`config.mk`:
```
export PLATFORM = sky130hd
export DESIGN_NAME = spc_serial_port
export DESIGN_NICKNAME = d
export VERILOG_FILES = /design/src/spc_pkg.sv /design/src/spc_serial_port.sv
export SDC_FILE = /design/constraint.sdc
export NUM_CORES = 1
export LEC_CHECK = 0
export ABC_CLOCK_PERIOD_IN_PS = 5900
export BUFFER_PORTS_ARGS = -buffer_cell sky130_fd_sc_hd__buf_2
export CAP_MARGIN = 20
export CORE_MARGIN = 5
export CORE_UTILIZATION = 50
export CTS_CLUSTER_DIAMETER = 40
export CTS_CLUSTER_SIZE = 30
export DETAILED_ROUTE_END_ITERATION = 8
export GPL_TIMING_DRIVEN = 0
export PLACE_DENSITY = 0.77
export SETUP_SLACK_MARGIN = 0.05
export SLEW_MARGIN = 10
export SYNTH_ARGS = -nofsm -noshare
export SYNTH_HDL_FRONTEND = slang
export SYNTH_SLANG_ARGS = --single-unit
export TNS_END_PERCENT = 1
```
`constraint.sdc`:
```
create_clock -name aclk -period 5.9 [get_ports aclk]
set_clock_uncertainty 0.2 [all_clocks]
set_input_delay 0.885 -clock aclk [delete_from_list [all_inputs] [get_ports aclk]]
set_output_delay 0.885 -clock aclk [all_outputs]
set_load 0.1 [all_outputs]
```
`src/spc_pkg.sv`:
```
package spc_pkg;

  // ----------------------------------------
  // Register map (byte addresses)
  // ----------------------------------------
  localparam int unsigned ADDR_W = 4;
  localparam logic [3:0] OFS_CTRL = 4'h0;
  localparam logic [3:0] OFS_STAT = 4'h4;
  localparam logic [3:0] OFS_DATA = 4'h8;

  // Status register bit positions.
  localparam int unsigned B_TCF  = 7;
  localparam int unsigned B_WCOL = 6;
  localparam int unsigned B_OVR  = 5;
  localparam int unsigned B_MODE_FAULT_FLAG = 4;
  localparam int unsigned B_SSM  = 1;
  localparam int unsigned B_SSI  = 0;

  localparam logic [7:0] CTRL_RST = 8'h00;
  localparam logic [1:0] RESP_OK  = 2'h0;
  localparam logic [1:0] RESP_ERR = 2'h2;

  // ----------------------------------------
  // Timing constants
  // ----------------------------------------
  localparam int unsigned SYNC_N = 2;
  localparam logic [3:0]  LAST_EDGE = 4'hF;
  localparam logic [7:0]  DIV_4   = 8'h04;
  localparam logic [7:0]  DIV_8   = 8'h08;
  localparam logic [7:0]  DIV_16  = 8'h10;
  localparam logic [7:0]  DIV_32  = 8'h20;
  localparam logic [7:0]  DIV_64  = 8'h40;
  localparam logic [7:0]  DIV_128 = 8'h80;

  // Control register fields, in their bit order 7..0.
  typedef struct packed {
    logic       irq_en;
    logic       out_en;
    logic       div2_n;
    logic       master;
    logic       idle_lvl;
    logic       phase;
    logic [1:0] rate;
  } spc_ctrl_s;

  typedef enum logic {
    SPC_IDLE  = 1'b0,
    SPC_SHIFT = 1'b1
  } spc_state_e;

  // Selects the master divider from {divide_two_enable_n, rate}.
  function automatic logic [7:0] spc_div(input logic [2:0] sel);
    case (sel)
      3'h4:    spc_div = DIV_4;
      3'h0:    spc_div = DIV_8;
      3'h1:    spc_div = DIV_16;
      3'h6:    spc_div = DIV_32;
      3'h2:    spc_div = DIV_64;
      3'h3:    spc_div = DIV_128;
      default: spc_div = DIV_8;
    endcase
  endfunction : spc_div

endpackage : spc_pkg

```
`src/spc_serial_port.sv`:
```
// Design decisions made here: the AXI4-Lite interface to the registers and the placing of the registers.
`timescale 1ns/1ps
// Contract
// - Software-managed select ignores pin, uses level bit
// - Phase-zero slave flags write collision
// - Enabled interrupt on complete, fault, overrun
// - Output enable connects pins, reset clears
// - Mode fault clears output enable and master
// - Master drives clock, swaps data pins
// - Polarity bit sets clock idle level
// - Phase bit picks first capture edge
// - Master clock divided per divider bits
// - Divider bits ignored in slave mode
module spc_serial_port
  import spc_pkg::*;
(
  // Clock, reset and enable
  input  wire logic              aclk,
  input  wire logic              aresetn,
  input  wire logic              ce,
  // AXI4-Lite write channels
  input  wire logic [ADDR_W-1:0] s_axi_awaddr,
  input  wire logic              s_axi_awvalid,
  output logic                   s_axi_awready,
  input  wire logic [31:0]       s_axi_wdata,
  input  wire logic [3:0]        s_axi_wstrb,
  input  wire logic              s_axi_wvalid,
  output logic                   s_axi_wready,
  output logic [1:0]             s_axi_bresp,
  output logic                   s_axi_bvalid,
  input  wire logic              s_axi_bready,
  // AXI4-Lite read channels
  input  wire logic [ADDR_W-1:0] s_axi_araddr,
  input  wire logic              s_axi_arvalid,
  output logic                   s_axi_arready,
  output logic [31:0]            s_axi_rdata,
  output logic [1:0]             s_axi_rresp,
  output logic                   s_axi_rvalid,
  input  wire logic              s_axi_rready,
  // Serial pins
  input  wire logic              sck_i,
  output logic                   sck_o,
  output logic                   sck_oe,
  input  wire logic              mosi_i,
  output logic                   mosi_o,
  output logic                   mosi_oe,
  input  wire logic              miso_i,
  output logic                   miso_o,
  output logic                   miso_oe,
  input  wire logic              ss_n_i,
  // Interrupt request
  output logic                   irq
);

  // ----------------------------------------
  // State
  // ----------------------------------------
  spc_ctrl_s   ctrl_r;
  spc_state_e  state_r;
  logic        tcf_r, wcol_r, ovr_r, mode_fault_flag_r, ssm_r, ssi_r;
  logic [7:0]  sh_r, rx_r;
  logic        out_r, sck_r, raised_r;
  logic [3:0]  cnt_r;
  logic [5:0]  hcnt_r;
  logic [SYNC_N-1:0] sck_sy_r, mosi_sy_r, miso_sy_r, ss_sy_r;
  logic        sck_d_r;
  logic        aw_rdy_r, w_rdy_r, ar_rdy_r;
  logic        m_cap_r, m_fin_r;

  // ----------------------------------------
  // Combinational decode
  // ----------------------------------------
  logic        ss_int, slave_act, act, m_edge, s_edge, edge_ev, capture;
  logic        in_bit, done, mode_fault_flag_ev, wr, wr_ctrl, wr_stat, wr_data, wcol_ev;
  logic        load, start, shift_now, fin;
  logic [7:0]  byte_fin, stat_rd;
  logic [5:0]  half_m1;

  // Internal select level comes from the level bit under software management.
  assign ss_int    = ssm_r ? ssi_r : ss_sy_r[SYNC_N-1];
  assign slave_act = ctrl_r.out_en & ~ctrl_r.master & ~ss_int;
  assign act       = ctrl_r.master ? (state_r == SPC_SHIFT) : slave_act;
  assign m_edge    = (state_r == SPC_SHIFT) && (hcnt_r == 6'h00);
  assign s_edge    = slave_act && (sck_sy_r[SYNC_N-1] != sck_d_r);
  assign edge_ev   = ctrl_r.master ? m_edge : s_edge;
  // Even edges capture in phase zero, odd edges in phase one.
  assign capture   = (cnt_r[0] == ctrl_r.phase);
  assign in_bit    = ctrl_r.master ? miso_sy_r[SYNC_N-1] : mosi_sy_r[SYNC_N-1];
  assign done      = edge_ev && (cnt_r == LAST_EDGE);
  // The master shifts one cycle after its capture edge, so that the bit echoed
  // back through the pin synchroniser has arrived even at the fastest divider.
  assign shift_now = ctrl_r.master ? m_cap_r : (edge_ev & capture);
  // A second-edge master completes once its delayed last capture has landed.
  assign fin       = (done & ~(ctrl_r.master & ctrl_r.phase)) | m_fin_r;
  assign byte_fin  = shift_now ? {sh_r[6:0], in_bit} : sh_r;
  // A low select seen while master is a mode fault.
  assign mode_fault_flag_ev   = ctrl_r.master & ~ss_int;
  // Divider bits only matter in master mode; the slave follows the pin clock.
  assign half_m1   = 6'(spc_div({ctrl_r.div2_n, ctrl_r.rate}) >> 1) - 6'h01;

  assign wr      = aw_rdy_r & s_axi_awvalid & w_rdy_r & s_axi_wvalid;
  assign wr_ctrl = wr && (s_axi_awaddr == OFS_CTRL) && s_axi_wstrb[0];
  assign wr_stat = wr && (s_axi_awaddr == OFS_STAT) && s_axi_wstrb[0];
  assign wr_data = wr && (s_axi_awaddr == OFS_DATA) && s_axi_wstrb[0];
  // Writing the shift register mid-byte, or before select was raised in phase zero.
  assign wcol_ev = wr_data & ((state_r == SPC_SHIFT) | (cnt_r != 4'h0) |
                   (~ctrl_r.master & ~ctrl_r.phase & ~raised_r));
  assign load    = wr_data & ~wcol_ev;
  assign start   = load & ctrl_r.master & ctrl_r.out_en;

  always_comb
  begin
    stat_rd         = 8'h00;
    stat_rd[B_TCF]  = tcf_r;
    stat_rd[B_WCOL] = wcol_r;
    stat_rd[B_OVR]  = ovr_r;
    stat_rd[B_MODE_FAULT_FLAG] = mode_fault_flag_r;
    stat_rd[B_SSM]  = ssm_r;
    stat_rd[B_SSI]  = ssi_r;
  end

  // ----------------------------------------
  // Pin synchronisers
  // ----------------------------------------
  // Every pin input passes two flip-flops; the edge detector reads the second.
  always_ff @(posedge aclk)
  begin
    if (!aresetn)
    begin
      sck_sy_r  <= '0;
      mosi_sy_r <= '0;
      miso_sy_r <= '0;
      ss_sy_r   <= '1;
      sck_d_r   <= 1'b0;
    end
    else if (ce)
    begin
      sck_sy_r  <= {sck_sy_r[SYNC_N-2:0], sck_i};
      mosi_sy_r <= {mosi_sy_r[SYNC_N-2:0], mosi_i};
      miso_sy_r <= {miso_sy_r[SYNC_N-2:0], miso_i};
      ss_sy_r   <= {ss_sy_r[SYNC_N-2:0], ss_n_i};
      sck_d_r   <= sck_sy_r[SYNC_N-1];
    end
  end

  // ----------------------------------------
  // Registers
  // ----------------------------------------
  // Control register; a mode fault drops output enable and master select.
  always_ff @(posedge aclk)
  begin
    if (!aresetn)
      ctrl_r <= spc_ctrl_s'(CTRL_RST);
    else if (ce)
    begin
      if (wr_ctrl)
        ctrl_r <= spc_ctrl_s'(s_axi_wdata[7:0]);
      if (mode_fault_flag_ev)
      begin
        ctrl_r.out_en <= 1'b0;
        ctrl_r.master <= 1'b0;
      end
    end
  end

  // Select management bits and sticky flags; a set wins over a clear.
  always_ff @(posedge aclk)
  begin
    if (!aresetn)
    begin
      ssm_r  <= 1'b0;
      ssi_r  <= 1'b0;
      tcf_r  <= 1'b0;
      wcol_r <= 1'b0;
      ovr_r  <= 1'b0;
      mode_fault_flag_r <= 1'b0;
    end
    else if (ce)
    begin
      if (wr_stat)
      begin
        ssm_r <= s_axi_wdata[B_SSM];
        ssi_r <= s_axi_wdata[B_SSI];
      end
      tcf_r  <= fin | (tcf_r & ~(wr_stat & s_axi_wdata[B_TCF]));
      wcol_r <= wcol_ev | (wcol_r & ~(wr_stat & s_axi_wdata[B_WCOL]));
      ovr_r  <= (fin & tcf_r) | (ovr_r & ~(wr_stat & s_axi_wdata[B_OVR]));
      mode_fault_flag_r <= mode_fault_flag_ev | (mode_fault_flag_r & ~(wr_stat & s_axi_wdata[B_MODE_FAULT_FLAG]));
    end
  end

  // Received byte; while the complete flag is set the old byte is kept and the new one is lost to overrun.
  always_ff @(posedge aclk)
  begin
    if (!aresetn)
      rx_r <= 8'h00;
    else if (ce && fin && !tcf_r)
      rx_r <= byte_fin;
  end

  // Tracks whether select went high since the last slave byte.
  always_ff @(posedge aclk)
  begin
    if (!aresetn)
      raised_r <= 1'b1;
    else if (ce)
    begin
      if (ss_int)
        raised_r <= 1'b1;
      else if (done)
        raised_r <= 1'b0;
    end
  end

  // ----------------------------------------
  // Shift engine
  // ----------------------------------------
  // Master sequencing: runs one byte, stops on completion or mode fault.
  always_ff @(posedge aclk)
  begin
    if (!aresetn)
      state_r <= SPC_IDLE;
    else if (ce)
    begin
      case (state_r)
        SPC_IDLE:  if (start) state_r <= SPC_SHIFT;
        SPC_SHIFT: if (done || mode_fault_flag_ev || !ctrl_r.out_en) state_r <= SPC_IDLE;
        default:   state_r <= SPC_IDLE;
      endcase
    end
  end

  // Half-period counter and master clock; idle level held outside a byte.
  always_ff @(posedge aclk)
  begin
    if (!aresetn)
    begin
      hcnt_r <= 6'h00;
      sck_r  <= 1'b0;
    end
    else if (ce)
    begin
      if (state_r != SPC_SHIFT)
      begin
        hcnt_r <= half_m1;
        sck_r  <= ctrl_r.idle_lvl;
      end
      else if (m_edge)
      begin
        hcnt_r <= half_m1;
        sck_r  <= ~sck_r;
      end
      else
        hcnt_r <= hcnt_r - 6'h01;
    end
  end

  // Edge counter; sixteen clock edges make one byte.
  always_ff @(posedge aclk)
  begin
    if (!aresetn)
      cnt_r <= 4'h0;
    else if (ce)
    begin
      if (!act || done)
        cnt_r <= 4'h0;
      else if (edge_ev)
        cnt_r <= cnt_r + 4'h1;
    end
  end

  // Delayed master capture and completion strobes.
  always_ff @(posedge aclk)
  begin
    if (!aresetn)
    begin
      m_cap_r <= 1'b0;
      m_fin_r <= 1'b0;
    end
    else if (ce)
    begin
      m_cap_r <= ctrl_r.master & edge_ev & capture;
      m_fin_r <= ctrl_r.master & ctrl_r.phase & done;
    end
  end

  // Shift register and outgoing bit: capture edges shift in, launch edges drive out.
  always_ff @(posedge aclk)
  begin
    if (!aresetn)
    begin
      sh_r  <= 8'h00;
      out_r <= 1'b0;
    end
    else if (ce)
    begin
      if (load)
      begin
        sh_r  <= s_axi_wdata[7:0];
        out_r <= s_axi_wdata[7];
      end
      else if (shift_now)
        sh_r <= {sh_r[6:0], in_bit};
      else if (edge_ev && !capture)
        out_r <= sh_r[7];
    end
  end

  // ----------------------------------------
  // Pin drivers and interrupt
  // ----------------------------------------
  // Master drives clock and MOSI; a selected slave drives MISO.
  always_ff @(posedge aclk)
  begin
    if (!aresetn)
    begin
      sck_oe  <= 1'b0;
      mosi_oe <= 1'b0;
      miso_oe <= 1'b0;
      irq     <= 1'b0;
    end
    else if (ce)
    begin
      sck_oe  <= ctrl_r.out_en & ctrl_r.master;
      mosi_oe <= ctrl_r.out_en & ctrl_r.master;
      miso_oe <= slave_act;
      irq     <= ctrl_r.irq_en & (tcf_r | mode_fault_flag_r | ovr_r);
    end
  end

  assign sck_o  = sck_r;
  assign mosi_o = out_r;
  assign miso_o = out_r;

  // ----------------------------------------
  // AXI4-Lite slave
  // ----------------------------------------
  // Address and data are taken together in one cycle; response follows.
  always_ff @(posedge aclk)
  begin
    if (!aresetn)
    begin
      aw_rdy_r     <= 1'b0;
      w_rdy_r      <= 1'b0;
      s_axi_bvalid <= 1'b0;
      s_axi_bresp  <= RESP_OK;
    end
    else if (ce)
    begin
      aw_rdy_r <= s_axi_awvalid & s_axi_wvalid & ~aw_rdy_r & ~s_axi_bvalid;
      w_rdy_r  <= s_axi_awvalid & s_axi_wvalid & ~w_rdy_r & ~s_axi_bvalid;
      if (wr)
      begin
        s_axi_bvalid <= 1'b1;
        s_axi_bresp  <= (s_axi_awaddr == OFS_CTRL || s_axi_awaddr == OFS_STAT ||
                         s_axi_awaddr == OFS_DATA) ? RESP_OK : RESP_ERR;
      end
      else if (s_axi_bready)
        s_axi_bvalid <= 1'b0;
    end
  end

  // Read path; unmapped addresses read zero with an error response.
  always_ff @(posedge aclk)
  begin
    if (!aresetn)
    begin
      ar_rdy_r     <= 1'b0;
      s_axi_rvalid <= 1'b0;
      s_axi_rdata  <= 32'h0000_0000;
      s_axi_rresp  <= RESP_OK;
    end
    else if (ce)
    begin
      ar_rdy_r <= s_axi_arvalid & ~ar_rdy_r & ~s_axi_rvalid;
      if (ar_rdy_r && s_axi_arvalid)
      begin
        s_axi_rvalid <= 1'b1;
        s_axi_rresp  <= RESP_OK;
        case (s_axi_araddr)
          OFS_CTRL: s_axi_rdata <= {24'h000000, ctrl_r};
          OFS_STAT: s_axi_rdata <= {24'h000000, stat_rd};
          OFS_DATA: s_axi_rdata <= {24'h000000, rx_r};
          default:
          begin
            s_axi_rdata <= 32'h0000_0000;
            s_axi_rresp <= RESP_ERR;
          end
        endcase
      end
      else if (s_axi_rready)
        s_axi_rvalid <= 1'b0;
    end
  end

  assign s_axi_awready = aw_rdy_r;
  assign s_axi_wready  = w_rdy_r;
  assign s_axi_arready = ar_rdy_r;

endmodule : spc_serial_port

```
# --- Word-level counts from Yosys, hierarchy flattened ---
# Index checks and enable logic that the tools add are counted.
totals:
  reg_bits: 99
  inputBits: 56
  output_inout_bits: 48
  elab_cells: 194
classes:
  add_sub_neg: 3
  eq_ne: 14
  muxes: 32
  bitwise_logic: 62
  n_reduce_logical: 44
op_table:
  columns: ["cell", "count"]
  rows:
  - ["AND 1 bit", 36]
  - ["one-hot mux 7 bit (5 select lines)", 1]
  - ["one-hot mux 8 bit (3 select lines)", 1]
  - ["2-to-1 mux 1 bit", 20]
  - ["AND reduction 2 bit", 10]
  - ["inverter 1 bit", 17]
  - ["2-to-1 mux 8 bit", 2]
  - ["logical AND 1 bit", 13]
  - ["equality test 4 bit, second input constant", 3]
  - ["2-to-1 mux 6 bit", 2]
  - ["nonzero test 2 bit", 6]
  - ["subtractor 6 x 1 -> 6 bit, second input constant", 2]
  - ["bitwise OR 1 bit", 9]
  - ["equality test 4 x 3 -> 1 bit, second input constant", 2]
  - ["logical NOT 4 bit", 2]
  - ["2-to-1 mux 4 bit", 2]
  - ["2-to-1 mux 7 bit", 1]
  - ["equality test 3 x 2 -> 1 bit, second input constant", 2]
  - ["equality test 3 bit, second input constant", 2]
  - ["logical NOT 6 bit", 1]
  - ["logical OR 1 bit", 5]
  - ["adder 4 x 1 -> 4 bit, second input constant", 1]
  - ["logical NOT 1 bit", 4]
  - ["2-to-1 mux 2 bit", 2]
  - ["other kinds (9)", 9]

# --- Logic depth before layout (Yosys ltp) ---
depth:
  word_depth: 12
  ltp_mapped: 8

# --- Least setup slack after synthesis ---
# OpenSTA, ideal clock, no wires.
synth_timing:
  path_type: "input to register"
  startpoint: "input s_axi_awaddr[1]"
  endpoint: "register sh_r[2]"
  setup_time_ns: 0.116
  t_arrival_ns: 2.584
  required_ns: 5.584
  path_slack_ns: 3.000
  cell_stages: 6
  path_cell_list: "or3b_2 -> or3b_4 -> or3_1 -> clkbuf_1 -> o32a_2 -> o211a_1"
synth_between:
  elab_chain_cells: 7
synth_lines:
  columns: ["element", "line", "rtl"]
  rows:
  - ["start, declared", "spc_serial_port.sv:22", "input wire logic [ADDR_W-1:0] s_axi_awaddr,"]
  - ["equality test 4 bit (*)", "spc_serial_port.sv:104", "assign wr_data = wr && (s_axi_awaddr == OFS_DATA) && s_axi_wstrb[0];"]
  - ["logical AND 1 bit (*) (2 in a row)", "spc_serial_port.sv:104", null]
  - ["AND 1 bit", "spc_serial_port.sv:106", "assign wcol_ev = wr_data & ((state_r == SPC_SHIFT) | (cnt_r != 4'h0) |"]
  - ["inverter 1 bit", "spc_serial_port.sv:108", "assign load = wr_data & ~wcol_ev;"]
  - ["AND 1 bit (*)", "spc_serial_port.sv:108", null]
  - ["2-to-1 mux 8 bit (*)", "spc_serial_port.sv:297", "if (load)"]
  - ["end signal, assigned", "spc_serial_port.sv:299", "sh_r <= s_axi_wdata[7:0];"]
  - ["end signal, assigned", "spc_serial_port.sv:303", "sh_r <= {sh_r[6:0], in_bit};"]
  - ["end, declared", "spc_serial_port.sv:61", "logic [7:0] sh_r, rx_r;"]
# Every way passes the cells marked *; elsewhere a longest branch is shown, timed or not.
# A chain may end at the register's enable or synchronous reset.

# --- Worst setup path after layout ---
layout_timing:
  startpoint: "input s_axi_awaddr[1]"
  endpoint: "register sh_r[6]"
# The elaborated chain is that of the path after synthesis.

==> summary.md <==
| Metric | Value |
|---|---|
| Status | `finished clean` |
| Normalized max-slew margin | `41.7%` |
| M1 wire length | `about 4500 µm` |
| Vias in the first global route | `between 3000 and 4000` |
| Total GRT Usage | `a little under a quarter` |
| Pwr Density | `258 mW/mm²` |
| Min-delay worst type | `reg -> reg` |
| Syn Inst Count | `about 440` |
| Number of inserted diodes | `0` |
| Chip width | `roughly 96 µm` |
| Nets | `~580` |
| Final worst slack | `about 3000 ps` |
| Wire length on met2 | `between 4000 and 5000 µm` |
| DR pass1 iterations | `5` |
| Post-synth top cells | `dfxtp_1 (73), nand2_1 (52), nor2_1 (33)` |
| Initial antenna violation count | `0` |
| Crit Path Max Fanout | `8` |
| Primary FF master, synth | `dfxtp_1` |
| Static leakage | `0.00193 µW` |
| Hold Vio Cnt, Final | `0` |
| Area Growth Syn to Fin | `19.0%` |
| Most frequent cell after synthesis | `dfxtp_1` |
| Synth top area cells | `dfxtp_1 (39%), mux2i_1 (7.0%), buf_4 (5.7%)` |
| Gr ovfl total | `0` |
| Average wire per cell in the routed design | `approximately 16 µm` |
| Area leader, netlist | `dfxtp_1` |
| IO Count | `around 100` |
| Num rows | `31` |
| Post-CTS setup buffer count | `0` |
| Final Setup Violations | `0` |
| Maximum number of pins on one net before global-route repair | `14` |
| Power, Total | `~1100 µW` |
| Cts repair resizes | `0` |
| Clock Sinks | `between 70 and 80` |
| First-pass GRT wire length | `16400 µm` |
| Max Fclk | `343 MHz` |
| RSZ-0062 raised after global routing | `no` |
| # DRC | `0` |
| Post-Route WL | `about 10000 µm` |
| Top layer in use | `met4` |
| Placement Setup Slack | `around 2700 ps` |
| Synth top area share | `between 30 and 40%` |
| CP Capture Type | `register` |
| Core Area | `~0.0073 mm²` |
| VDD IR-drop max | `around 130 µV` |
| Critical path class | `in -> reg` |
| Post-synthesis register bit count | `73` |
| Via count of the routed design | `3563` |
| Layout cell share with drive strength beyond 1 | `between 20% and 30%` |
| Syn_area_per_cell | `between 8 and 9 µm²` |
| Iter 0 DRT Violations | `271` |
| Maximum clock insertion buffer count | `2` |
| Min Clock Period, post-route | `between 2000 and 3000 ps` |
| Buffers on Ports | `48` |
| Post-synth ARST share | `0%` |
| Die footprint | `~0.009 mm²` |
| Setup total negative slack | `0 ps` |
| Number of library cell types mapped by synthesis | `~60` |
| Vias per cell | `~5.7` |
| CP required | `approximately 6000 ps` |
| Synth Cell Area | `roughly 0.0037 mm²` |
| Antenna-violating nets left | `0` |
| CTS tree | `yes` |
| Skew-Pair Late Insertion Delay | `~360 ps` |
| Dpl hpwl | `about 7500 µm` |
| Share of the yosys chip area belonging to registers | `between 30% and 40%` |
| DR WL met3 | `~780 µm` |
| Hold buffers post-CTS | `0` |
| CP startpoint kind | `input port` |
| Period utilization | `49.4%` |
| CTS root buffer | `clkbuf_8` |
| Worst EP arrival | `a little over 3000 ps` |
| Fin. max-slew vios | `0` |
| RePlAce Congestion | `between 0.9 and 1` |
| Tightest Pin Transition | `approximately 870 ps` |
| Die H | `just under 100 µm` |
| Clk slew on worst S/H paths | `about 80 ps` |
| Maxcap violations | `0` |
| CTS Buf Count | `9` |
| H-tree levels | `3` |
| EDFF count, synth | `0` |
| Initial core utilization | `between 50 and 60%` |
| Yosys Warn Count | `0` |
## registers in the layout (all words and copies together) (netlist names), 2 cells and up
signal and flops:
cnt_r 4, miso_sy_r 2, hcnt_r 6, rx_r 8
ss_sy_r 2, s_axi_rdata 8, ctrl_r 8, sh_r 8
mosi_sy_r 2, sck_sy_r 2
## kinds of logic after synthesis
logic type	Yosys count	share of synthesized area, %
adders and majority gates	4	1.35
other	1	0.101
DFF	73	39.3
buffers and inverters	65	9.42
AOI/OAI and AO/OA	112	21.0
muxes	31	8.61
and+or+nand+nor	150	19.8
xor gates and xnor gates	2	0.471
## report_power, final
group | total, µW | switching (µW) | internal, µW | leakage (µW)
sequential | 503 | 4.87 | 498 | 0.000590
clock | 480 | 197 | 282 | 0.000113
combinational | 159 | 125 | 33.9 | 0.00123
total | 1140 | 327 | 814 | 0.00193
## final timing paths
check                           endpoint                         from  slack, ps  cells past startpoint
max                 sh_r[6]$_SDFFE_PN0P_              s_axi_awaddr[1]       2980                      6
min          s_axi_rresp[1]$_SDFFE_PN0P_  s_axi_rresp[1]$_SDFFE_PN0P_        270                      2
max reg2reg          miso_o$_SDFFE_PN0P_           ssm_r$_SDFFE_PN0P_       3190                      5
min reg2reg  s_axi_rresp[1]$_SDFFE_PN0P_  s_axi_rresp[1]$_SDFFE_PN0P_        270                      2
## critical path, cell delays in order
cell     delay (ps)
buf_2           100
or3b_2          500
or3b_4          450
nor3_1          700
o32a_2          250
o211a_1         140
## cell usage in the layout (no fill, tap or decap), drive strengths merged, types with 8 or more instances in the layout
master  instances
buf            79
dfxtp          73
nand2          53
nor2           33
a21oi          30
clkbuf         28
mux2i          26
conb           26
o21ai          25
nand3          18
inv            16
nor3           15
a221oi          8
o32a            8
## layout make-up
class	instances	area, µm²
buffer	49	290
clock buffer	10	128
clock inverter	6	114
fill	628	2830
inverter	16	60.1
multi-input combinational	325	2010
sequential	73	1460
tap	99	124
timing repair buffer	48	240
## through the flow
stage	hold WS (ps)	instance area (µm²)	util (%)	std cells
6_report	271	4420	61.0	626
5_1_grt	293	4420	61.0	626
4_1_cts	279	4420	61.0	626
3_5_place_dp	258	4180	57.7	610
3_3_place_gp	250	4180	57.6	610
2_1_floorplan	241	3810	-	463
## routing by layer
layer / global-route usage [%] / vias up
met5: 0 / -
met4: 12.0 / 0
met3: 3.52 / 26
met2: 36.6 / 160
met1: 30.9 / 1668
li1: - / 1709
Power figures use the tool's default switching activity.
